## src/adc_pins_defs.svh

```systemverilog
`ifndef ADC_PINS_DEFS_SVH
`define ADC_PINS_DEFS_SVH
`define REG_SERIAL_CFG 8'h01
`define REG_BUS_CFG    8'h02
`define REG_REF_CFG    8'h05
`define REG_IRQ_STATUS 8'h10
`define REG_IRQ_MASK   8'h11
`define BIT_FOUR_PIN   0
`define BIT_SINGLE_BUS 0
`define BIT_EXT_REF    2
`define BIT_SYNC_MODE  3
`define BIT_PWR_DOWN   6
`define IRQ_REALIGN    0
`define IRQ_OVR_A      1
`define IRQ_OVR_B      2
`define IRQ_SERIAL_WR  3
`define REG_RESET      8'h00
`define SAMPLE_ZERO    12'h000
`define SER_CMD_LAST   4'h7
`define SER_FRAME_LAST 4'hf
`endif

```

## src/adc_pins_pkg.sv

```systemverilog
package adc_pins_pkg;

  typedef enum logic [2:0] {
    SER_IDLE = 3'h1,
    SER_CMD  = 3'h2,
    SER_DATA = 3'h4
  } ser_state_e;

  typedef struct packed {
    logic [1:0]  single_sync;
    logic [1:0]  extref_sync;
    logic [1:0]  pwr_sync;
    logic [1:0]  realign_p_sync;
    logic [1:0]  realign_n_sync;
    logic [1:0]  sclk_sync;
    logic [1:0]  sen_sync;
    logic [1:0]  sdio_sync;
    logic        realign_prev;
    logic        sclk_prev;
    logic [7:0]  serial_cfg;
    logic [7:0]  bus_cfg;
    logic [7:0]  ref_cfg;
    logic [7:0]  irq_status;
    logic [7:0]  irq_mask;
    logic [7:0]  rdata;
    ser_state_e  ser_state;
    logic [3:0]  bit_cnt;
    logic [15:0] shift;
    logic [7:0]  out_shift;
    logic        read_op;
    logic        sdio_o;
    logic        sdio_oe;
    logic        sdo_o;
    logic        sdo_oe;
    logic        clk_a;
    logic        clk_b;
    logic [11:0] data_a;
    logic [11:0] data_b;
    logic        ovr_a;
    logic        ovr_b;
    logic        ovr_a_n;
    logic        ovr_b_n;
    logic        single_bus;
    logic        ext_ref;
    logic        pwr_down;
    logic        irq;
  } state_s;

endpackage

```

## src/adc_ctrl_pins.sv

```systemverilog
// Implementation choices: the plain strobed port and the placing of the registers.
`timescale 1ns/1ps
`default_nettype none
`include "adc_pins_defs.svh"

module adc_ctrl_pins (
  // clock and reset
  input  wire logic        clock_in,
  input  wire logic        rst_b_in,
  // control pins
  input  wire logic        single_bus_select_pin_in,
  input  wire logic        external_reference_select_pin_in,
  input  wire logic        power_down_pin_in,
  input  wire logic        realign_in_pos_in,
  input  wire logic        realign_in_neg_in,
  // converter core
  input  wire logic [11:0] sample_a_in,
  input  wire logic [11:0] sample_b_in,
  input  wire logic        over_range_a_in,
  input  wire logic        over_range_b_in,
  // serial port
  input  wire logic        serial_clock_in,
  input  wire logic        serial_enable_n_in,
  input  wire logic        serial_io_in,
  output logic             serial_io_out,
  output logic             serial_io_oe_out,
  output logic             serial_data_out,
  output logic             serial_data_oe_out,
  // register port
  input  wire logic [7:0]  reg_addr_in,
  input  wire logic [7:0]  reg_wdata_in,
  input  wire logic        reg_wr_in,
  input  wire logic        reg_rd_in,
  output logic [7:0]       reg_rdata_out,
  // output buses
  output logic [11:0]      data_a_out,
  output logic [11:0]      data_b_out,
  output logic             data_ready_clock_a_out,
  output logic             data_ready_clock_b_out,
  output logic             overrange_a_pos_out,
  output logic             overrange_a_neg_out,
  output logic             overrange_b_pos_out,
  output logic             overrange_b_neg_out,
  // mode levels and interrupt
  output logic             single_bus_out,
  output logic             external_reference_out,
  output logic             power_down_out,
  output logic             irq_out
);

  adc_pins_pkg::state_s st;
  adc_pins_pkg::state_s st_next;

  function automatic logic [7:0] reg_read(adc_pins_pkg::state_s s, logic [7:0] a);
    case (a)
      `REG_SERIAL_CFG: return s.serial_cfg;
      `REG_BUS_CFG:    return s.bus_cfg;
      `REG_REF_CFG:    return s.ref_cfg;
      `REG_IRQ_STATUS: return s.irq_status;
      `REG_IRQ_MASK:   return s.irq_mask;
      default:         return `REG_RESET;
    endcase
  endfunction

  function automatic adc_pins_pkg::state_s apply_write(adc_pins_pkg::state_s s,
                                                      logic [7:0] a, logic [7:0] d);
    adc_pins_pkg::state_s r;
    r = s;
    case (a)
      `REG_SERIAL_CFG: r.serial_cfg = d;
      `REG_BUS_CFG:    r.bus_cfg = d;
      `REG_REF_CFG:    r.ref_cfg = d;
      `REG_IRQ_STATUS: r.irq_status = s.irq_status & ~d;
      `REG_IRQ_MASK:   r.irq_mask = d;
      default:         r = s;
    endcase
    return r;
  endfunction

  always_comb begin
    logic        realign_lvl;
    logic        realign_rise;
    logic        sclk_rise;
    logic        sclk_fall;
    logic        sen_active;
    logic        four_pin;
    logic        sync_mode;
    logic [7:0]  events;
    logic [7:0]  cmd;
    logic [15:0] frame;
    realign_lvl  = st.realign_p_sync[1] & ~st.realign_n_sync[1];
    realign_rise = realign_lvl & ~st.realign_prev;
    sclk_rise    = st.sclk_sync[1] & ~st.sclk_prev;
    sclk_fall    = ~st.sclk_sync[1] & st.sclk_prev;
    sen_active   = ~st.sen_sync[1];
    four_pin     = st.serial_cfg[`BIT_FOUR_PIN];
    sync_mode    = st.ref_cfg[`BIT_SYNC_MODE];
    events       = `REG_RESET;
    cmd          = {st.shift[6:0], st.sdio_sync[1]};
    frame        = {st.shift[14:0], st.sdio_sync[1]};
    st_next      = st;

    // every control and serial pin from outside passes two flops before use
    st_next.single_sync    = {st.single_sync[0], single_bus_select_pin_in};
    st_next.extref_sync    = {st.extref_sync[0], external_reference_select_pin_in};
    st_next.pwr_sync       = {st.pwr_sync[0], power_down_pin_in};
    st_next.realign_p_sync = {st.realign_p_sync[0], realign_in_pos_in};
    st_next.realign_n_sync = {st.realign_n_sync[0], realign_in_neg_in};
    st_next.sclk_sync      = {st.sclk_sync[0], serial_clock_in};
    st_next.sen_sync       = {st.sen_sync[0], serial_enable_n_in};
    st_next.sdio_sync      = {st.sdio_sync[0], serial_io_in};
    st_next.realign_prev   = realign_lvl;
    st_next.sclk_prev      = st.sclk_sync[1];

    st_next.single_bus = st.single_sync[1] | st.bus_cfg[`BIT_SINGLE_BUS];
    st_next.ext_ref    = st.extref_sync[1] | st.ref_cfg[`BIT_EXT_REF];
    st_next.pwr_down   = st.pwr_sync[1] | st.ref_cfg[`BIT_PWR_DOWN];

    // serial frame: r/w bit, 7-bit address, 8 data bits, msb first
    case (st.ser_state)
      adc_pins_pkg::SER_IDLE: begin
        st_next.bit_cnt = 4'h0;
        st_next.read_op = 1'b0;
        if (sen_active) begin
          st_next.ser_state = adc_pins_pkg::SER_CMD;
        end
      end
      adc_pins_pkg::SER_CMD: begin
        if (sclk_rise) begin
          st_next.shift   = frame;
          st_next.bit_cnt = st.bit_cnt + 4'h1;
          if (st.bit_cnt == `SER_CMD_LAST) begin
            st_next.read_op   = cmd[7];
            st_next.out_shift = reg_read(st, {1'b0, cmd[6:0]});
            st_next.ser_state = adc_pins_pkg::SER_DATA;
          end
        end
      end
      adc_pins_pkg::SER_DATA: begin
        // read data changes on the falling edge so the host samples it stable
        if (sclk_fall && st.read_op) begin
          st_next.out_shift = {st.out_shift[6:0], 1'b0};
          if (four_pin) begin
            st_next.sdo_o  = st.out_shift[7];
            st_next.sdo_oe = 1'b1;
          end else begin
            st_next.sdio_o  = st.out_shift[7];
            st_next.sdio_oe = 1'b1;
          end
        end
        if (sclk_rise) begin
          st_next.shift   = frame;
          st_next.bit_cnt = st.bit_cnt + 4'h1;
          if (st.bit_cnt == `SER_FRAME_LAST) begin
            if (!st.read_op) begin
              st_next = apply_write(st_next, {1'b0, frame[14:8]}, frame[7:0]);
              events[`IRQ_SERIAL_WR] = 1'b1;
            end
            st_next.ser_state = adc_pins_pkg::SER_IDLE;
          end
        end
      end
      default: begin
        st_next.ser_state = adc_pins_pkg::SER_IDLE;
      end
    endcase
    if (!sen_active) begin
      st_next.ser_state = adc_pins_pkg::SER_IDLE;
      st_next.sdio_oe   = 1'b0;
      st_next.sdo_oe    = 1'b0;
    end
    if (four_pin) begin
      st_next.sdio_oe = 1'b0;
    end else begin
      st_next.sdo_oe = 1'b0;
    end

    // port write lands after a serial write in the same cycle, so the port wins
    if (reg_wr_in) begin
      st_next = apply_write(st_next, reg_addr_in, reg_wdata_in);
    end
    st_next.rdata = reg_rd_in ? reg_read(st, reg_addr_in) : `REG_RESET;

    // output buses; sleep parks data, clocks and true overrange pins low, complements high
    if (st.pwr_down) begin
      st_next.data_a = `SAMPLE_ZERO;
      st_next.data_b = `SAMPLE_ZERO;
      st_next.clk_a  = 1'b0;
      st_next.clk_b  = 1'b0;
      st_next.ovr_a  = 1'b0;
      st_next.ovr_b  = 1'b0;
    end else begin
      st_next.data_a = sample_a_in;
      st_next.clk_a  = realign_lvl ? 1'b0 : ~st.clk_a;
      st_next.ovr_a  = sync_mode ? realign_rise : over_range_a_in;
      events[`IRQ_OVR_A] = over_range_a_in & ~sync_mode;
      if (st.single_bus) begin
        st_next.data_b = `SAMPLE_ZERO;
        st_next.clk_b  = 1'b0;
        st_next.ovr_b  = 1'b0;
      end else begin
        st_next.data_b = sample_b_in;
        st_next.clk_b  = realign_lvl ? 1'b0 : ~st.clk_b;
        st_next.ovr_b  = sync_mode ? realign_rise : over_range_b_in;
        events[`IRQ_OVR_B] = over_range_b_in & ~sync_mode;
      end
    end
    // complements get their own flops so every pin leaves straight from a register
    st_next.ovr_a_n = ~st_next.ovr_a;
    st_next.ovr_b_n = ~st_next.ovr_b;
    events[`IRQ_REALIGN] = realign_rise;

    // set wins over a write-one clear in the same cycle
    st_next.irq_status = st_next.irq_status | events;
    st_next.irq        = |(st.irq_status & st.irq_mask);

    if (!rst_b_in) begin
      st_next           = '0;
      st_next.ser_state = adc_pins_pkg::SER_IDLE;
      st_next.sen_sync  = 2'h3;
      st_next.ovr_a_n   = 1'b1;
      st_next.ovr_b_n   = 1'b1;
    end
  end

  always_ff @(posedge clock_in) begin
    st <= st_next;
  end

  assign serial_io_out          = st.sdio_o;
  assign serial_io_oe_out       = st.sdio_oe;
  assign serial_data_out        = st.sdo_o;
  assign serial_data_oe_out     = st.sdo_oe;
  assign reg_rdata_out          = st.rdata;
  assign data_a_out             = st.data_a;
  assign data_b_out             = st.data_b;
  assign data_ready_clock_a_out = st.clk_a;
  assign data_ready_clock_b_out = st.clk_b;
  assign overrange_a_pos_out    = st.ovr_a;
  assign overrange_a_neg_out    = st.ovr_a_n;
  assign overrange_b_pos_out    = st.ovr_b;
  assign overrange_b_neg_out    = st.ovr_b_n;
  assign single_bus_out         = st.single_bus;
  assign external_reference_out = st.ext_ref;
  assign power_down_out         = st.pwr_down;
  assign irq_out                = st.irq;
endmodule // adc_ctrl_pins
`default_nettype wire

```

## config.mk

```make
export PLATFORM = sky130hd
export DESIGN_NAME = adc_ctrl_pins
export DESIGN_NICKNAME = d
export VERILOG_FILES = /design/src/adc_pins_pkg.sv /design/src/adc_ctrl_pins.sv
export VERILOG_INCLUDE_DIRS = /design/src
export SDC_FILE = /design/constraint.sdc
export NUM_CORES = 1
export LEC_CHECK = 0
export BUFFER_PORTS_ARGS = -buffer_cell sky130_fd_sc_hd__buf_4
export CORE_UTILIZATION = 62
export CTS_BUF_LIST = sky130_fd_sc_hd__clkbuf_8
export CTS_CLUSTER_DIAMETER = 50
export DETAILED_ROUTE_END_ITERATION = 10
export MAX_ROUTING_LAYER = met4
export PLACE_DENSITY = 0.87
export SETUP_SLACK_MARGIN = 0.5
export SYNTH_ARGS = -nofsm -noshare
export SYNTH_HDL_FRONTEND = slang
export SYNTH_SLANG_ARGS = --single-unit
```

## constraint.sdc

```tcl
create_clock -name clock_in -period 3.6 [get_ports clock_in]
set_clock_uncertainty 0.05 [all_clocks]
set_input_delay 0.36 -clock clock_in [delete_from_list [all_inputs] [get_ports clock_in]]
set_output_delay 0.36 -clock clock_in [all_outputs]
set_load 0.03 [all_outputs]
```

==> results of run 1 <==
-- Yosys cell counts (12+ instances only) --
master | instances | area share
nand2b_1 | 13 | 0.014
a22oi_1 | 12 | 0.016
o21ai_0 | 35 | 0.030
dfxtp_1 | 134 | 0.47
nor2_1 | 44 | 0.029
a21oi_1 | 35 | 0.030
buf_4 | 32 | 0.042
mux2i_1 | 63 | 0.11
and2_1 | 40 | 0.043
nand2_1 | 46 | 0.030
clkbuf_1 | 23 | 0.015
-- logic make-up (layout without fill, tap and decap cells) --
| kind of cell | after synthesis | count (layout) | synth area share |
|---|---|---|---|
| muxes | 63 | 63 | 0.109 |
| AOI/OAI and AO/OA | 135 | 135 | 0.152 |
| adders and majority gates | 1 | 1 | 0.00217 |
| DFF | 134 | 134 | 0.466 |
| buffers and inverters | 76 | 139 | 0.0760 |
| xor gates and xnor gates | 3 | 3 | 0.00456 |
| and+or+nand+nor | 200 | 200 | 0.190 |
-- metal layers --
metal / vias to the layer above / track usage / routed length (um)
li1: 2235 / - / -
met5: - / - / 0
met3: 36 / 0.0802 / 1700
met4: 0 / 0.109 / 291
met1: 2186 / 0.418 / 6300
met2: 299 / 0.484 / 6670
-- critical path, stage by stage, from the launching register on --
cell and delay, ps:
dfxtp_1 380, ha_1 230, nand3b_1 180, nor4_1 720, nor3_1 330, a32o_1 290
-- path summary, 6_finish.rpt --
| kind | cells past startpoint | slack [ps] | from | endpoint |
|---|---|---|---|---|
| setup / recovery | 5 | 1310 | st[63] | st[42] |
| hold / removal | 2 | 60 | serial_enable_n_in | st[122] |
| setup reg to reg | 5 | 1310 | st[63] | st[42] |
| hold reg to reg | 1 | 360 | st[122] | st[123] |
-- power groups by stage --
stage | registers, mW | logic [mW] | clock network (mW)
3_5_place_dp | 1.57 | 0.213 | 0
6_report | 1.53 | 0.215 | 1.46
5_1_grt | 1.54 | 0.228 | 1.54
4_1_cts | 1.53 | 0.214 | 1.46
3_3_place_gp | 1.57 | 0.210 | 0
2_1_floorplan | 1.57 | 0.122 | 0
-- through the flow --
stage	utilization	instance area [um2]	power [mW]
2_1_floorplan	-	5760	1.69
3_3_place_gp	0.706	6250	1.78
3_5_place_dp	0.706	6250	1.78
4_1_cts	0.758	6710	3.21
5_1_grt	0.758	6710	3.30
6_report	0.758	6710	3.20
-- layout make-up --
type	instances	area, um2	area share
well taps	108	135	0.0201
flip-flops and latches	134	2680	0.400
clock inverters	15	226	0.0338
repair buffers	102	766	0.114
clock buffers	17	234	0.0349
multi-input cells	402	2650	0.394
inverters	5	18.8	0.00280
-- flip-flops by register name, indices dropped and copies added, names as in the netlist --
register / flops
single_bus_out: 1
data_ready_clock_b_out: 1
data_a_out: 12
overrange_a_neg_out: 1
overrange_b_pos_out: 1
serial_io_oe_out: 1
overrange_b_neg_out: 1
data_ready_clock_a_out: 1
serial_data_oe_out: 1
data_b_out: 12
st: 88
power_down_out: 1
irq_out: 1
serial_data_out: 1
external_reference_out: 1
serial_io_out: 1
overrange_a_pos_out: 1
reg_rdata_out: 8
==> run_results.csv, run 1 <==
group,metric,value,unit
status,status,"finished, violations left",
status,failed_checks,"DRC",
finish,stdcell_count,783,
critical_path,critical_path.startpoint_type,"flip-flop",
logic_synthesis,synth_edf_count,0,
sta,postLayoutSetupSlackWorst,1310,ps
power,switching_share,0.238,
place,hpwlAfterDp,10500,um
sta,fin_crit_sh,0.637,
logic_synthesis,ys_seq_area_frac,0.466,
floorplan,coreArea,8850,um2
floorplan,die_h,98.4,um
global_route,grt_usage,0.320,
cts,clk_latency,430,ps
critical_path,path_max_fanout,8,
finish,area_growth,16.4,%
logic_synthesis,syn_nets,667,
finish,final_layout_size_suffix_gt1_frac,0.222,
finish,nNetsFinal,717,
power,combPwrFrac,0.067,
critical_path,timing.critical_path.to_type,"flip-flop",
logic_synthesis,ys_ff_latch,134,
global_route,grt_start_max_net_pins,38,
global_route,first_global_vias,4361,
place,place_ws,1320,ps
power,switchingPower,764,uW
finish,diodes,0,
power,power.density,478,nW/um2
sta,max-slew-margin-rel,0.354,
sta,tns,0,ps
drt,drt_drc_violations_left,14,
cts,ctsResizeCount,0,
finish,final_common_cell,"dfxtp_1",
drt,dr_total_vias,4756,
cts,clkTransAtPathRegs,80,ps
drt,drt-total-wl,15000,um
global_route,antenna_found_initial,0,
sta,slew_viol_final,0,
drt,routedWlPerCell,19.1,um
power,intPower,2.44,mW
global_route,grt-ovfl-total,0,
floorplan,initial_core_util,0.651,
cts,tritoncts,"built",
sta,hold_violations,0,
sta,timing.final.crit_period,2290,ps
sta,setup_violations,0,
place,io_buffers,99,
critical_path,worst_ep_required_time,3870,ps
power,clkPwrFrac,0.455,
cts,clockRootBuffer,"clkbuf_8",
finish,fill_cells,634,
drt,postRouteAntennaNets,0,
cts,hold_buffers,0,
drt,drtPass1Iterations,11,
critical_path,critical_path_arrival,2570,ps
job,maxCapViolCount,0,
critical_path,critical_path_class,"flip-flop to flip-flop",
cts,cts_sinks,134,
global_route,grt_pass1_wl,23100,um
floorplan,io-pin-count,100,
floorplan,die_w,98.4,um
cts,clk_path_buf_depth,2,
power,p_leak,2.68,nW
finish,layout_common_cells,"134 x dfxtp_1, 102 x buf_4, 63 x mux2i_1, 46 x nand2_1, 44 x nor2_1",
place,gp_congestion,0.967,
logic_synthesis,synthFlopType,"dfxtp_1",
logic_synthesis,netlist_instances,612,
hold_path,hold_path_class,"input pin to flip-flop",
sta,holdWs,63.6,ps
sta,rsz0062_at_grt,"no",
cts,cts_setup_buffers,0,
drt,viasPerCell,6.07,
floorplan,dieArea,9680,um2
sta,worst_pin_slew,962,ps
cts,cts_max_level,4,
logic_synthesis,synth_cell_types,56,
cts,cts_buffers,17,
logic_synthesis,syn_area_per_cell,9.41,um2
power,vdd_drop_max,0.379,mV
floorplan,floorplan.rows,34,
logic_synthesis,ys_warn_count,0,
logic_synthesis,synth.cell_area,5760,um2
power,seq_power_share,0.478,
drt,drt_iter0_markers,487,
logic_synthesis,ys_async_sr_fraction,0,
place,dp.cells,751,
sta,fmax,0.436,GHz
Note: power is estimated with default switching activity, not from simulation.
==> inputs of run 2 (changes only) <==
--- a/config.mk
+++ b/config.mk
@@ -7,12 +7,12 @@
 export NUM_CORES = 1
 export LEC_CHECK = 0
 export BUFFER_PORTS_ARGS = -buffer_cell sky130_fd_sc_hd__buf_4
-export CORE_UTILIZATION = 62
+export CORE_UTILIZATION = 52
 export CTS_BUF_LIST = sky130_fd_sc_hd__clkbuf_8
 export CTS_CLUSTER_DIAMETER = 50
 export DETAILED_ROUTE_END_ITERATION = 10
 export MAX_ROUTING_LAYER = met4
-export PLACE_DENSITY = 0.87
+export PLACE_DENSITY = 0.78
 export SETUP_SLACK_MARGIN = 0.5
 export SYNTH_ARGS = -nofsm -noshare
 export SYNTH_HDL_FRONTEND = slang
==> constraint.sdc (replaced) <==
create_clock -name clock_in -period 1.85 [get_ports clock_in]
set_clock_uncertainty 0.05 [all_clocks]
set_input_delay 0.185 -clock clock_in [delete_from_list [all_inputs] [get_ports clock_in]]
set_output_delay 0.185 -clock clock_in [all_outputs]
set_load 0.03 [all_outputs]
==> run 2 against run 1 <==
Effect of this change: the run ends with setup timing left; critical path depth unchanged; cell area increased by 17%; via count increased by 10%; global-route usage decreased by 0.48 points; wire length increased by 14%; largest power group unchanged; fmax increased by 23%; sequential share of layout area decreased by 5.7 points; first-iteration DRC count increased by 10%; combinational power increased by 150%; utilization decreased by 3.1 points; non-clock buffer count increased by 98.
==> run_results.csv, run 2 (synthesis gave the netlist of run 1 again) <==
group,metric,value,unit
global_route,grt_start_max_net_pins,61,
drt,drt_drc_violations_left,0,
critical_path,path_max_fanout,8,
floorplan,coreArea,10800,um2
hold_path,hold_depth,3,
power,vdd_drop_max,0.655,mV
job,maxCapViolCount,0,
power,power.total,5.84,mW
finish,diodes,0,
cts,clkTransAtPathRegs,80,ps
critical_path,timing.critical_path.to_type,"flip-flop",
global_route,grt_pass1_wl,26300,um
finish,layout_common_cells,"141 x buf_4, 123 x dfxtp_1, 60 x mux2i_1, 46 x nand2_1, 41 x nor2_1",
floorplan,dieArea,11500,um2
critical_path,ff2ff_path_depth,5,
sta,timing.final.crit_period,1860,ps
cts,tritoncts,"built",
drt,drt-total-wl,17000,um
power,power.density,741,nW/um2
finish,final_common_cell,"buf_4",
cts,cts_buffers,17,
floorplan,io-pin-count,100,
cts,clk_path_buf_depth,2,
power,p_leak,3.19,nW
finish,largest_register_ffs,88,
place,io_buffers,99,
hold_path,hold_path_class,"input pin to flip-flop",
finish,final_area,7880,um2
cts,cts_sinks,134,
sta,slew_viol_final,0,
sta,worst_pin_slew,502,ps
drt,postRouteAntennaNets,0,
sta,hold_violations,0,
critical_path,r2r_start,"st[67]",
drt,viasPerCell,5.75,
cts,clockRootBuffer,"clkbuf_8",
finish,final_layout_size_suffix_gt1_frac,0.323,
sta,rsz0062_at_grt,"yes",
hold_path,min_to,"st[88]",
sta,max-slew-margin-rel,0.665,
floorplan,initial_core_util,0.532,
sta,tns,-27.4,ps
finish,stdcell_count,913,
sta,postLayoutSetupSlackWorst,-13.6,ps
critical_path,critical_path_class,"flip-flop to flip-flop",
finish,final_util,0.727,
status,status,"finished, violations left",
place,dpl_cell_area,6740,um2
status,failed_checks,"setup timing",
floorplan,floorplan.rows,38,
place,gp_congestion,0.977,
cts,cts_max_level,4,
critical_path,critical_path_arrival,2150,ps
drt,drtPass1Iterations,6,
cts,clk_latency,460,ps
sta,fmax,0.537,GHz
critical_path,critical_path.startpoint_type,"flip-flop",
hold_path,hold_start,"over_range_b_in",
floorplan,die_h,107,um
sta,fin_crit_sh,1.01,
finish,largest_register,"st",
sta,setup_violations,4,
drt,routedWlPerCell,18.6,um
global_route,first_global_vias,5060,
place,hpwlAfterDp,10800,um
finish,nNetsFinal,815,
place,dp.cells,826,
drt,dr_total_vias,5248,
global_route,antenna_found_initial,0,
floorplan,die_w,107,um
critical_path,worst_ep_required_time,2130,ps
finish,area_growth,36.8,%
sta,holdWs,82.4,ps
place,place_ws,-44.0,ps
global_route,grt-ovfl-total,0,
global_route,grt_usage,0.315,
drt,drt_iter0_markers,538,
critical_path,r2r_setup_slack,-10,ps
critical_path,timing.rr.end,"st[83]",
-- run 2: layout make-up --
type,instances,area [um2]
clock inverters,14,128
fillers,772,2960
multi-input cells,402,2900
repair buffers,200,1720
clock buffers,18,248
flip-flops and latches,134,2700
inverters,5,18.8
well taps,140,175
-- run 2: critical path, stage by stage (launching register included) --
cell,delay [ps]
dfxtp_2,330
or3b_4,400
and4bb_2,360
nand4_4,250
mux2i_1,250
o22ai_1,90
-- run 2: worst max path at each step --
stage                       from      end  slack (ps)  cells after the start
after CTS                 st[67]  st[114]          20                      6
after floorplan           st[67]  st[111]          20                      7
after detailed placement  st[64]   st[41]         -40                      6
after global routing      st[67]  st[115]         -70                      6
final                     st[67]   st[83]         -10                      5
after global placement    st[68]  st[110]          40                      6
-- run 2: what timing repair did --
action	CTS	global route
endpoints found under the setup margin	73	75
hold buffers	40	0
pin swaps	11	23
gates cloned	1	0
setup buffers	6	8
endpoints found under the hold margin	59	0
resized for setup	41	30
-- run 2: power by group --
group	internal (mW)	total [mW]	switching, mW	leakage (nW)
clock network	1.11	2.34	1.23	0.193
registers	2.95	2.98	0.0342	1.10
logic	0.254	0.527	0.273	1.90
total	4.31	5.84	1.53	3.19
-- run 2: per-layer routing --
metal | up-vias | GRT usage | wire length [um]
li1 | 2435 | - | -
met1 | 2480 | 0.361 | 6860
met2 | 279 | 0.508 | 8130
met3 | 54 | 0.0829 | 1310
met4 | 0 | 0.163 | 697
met5 | - | - | 0
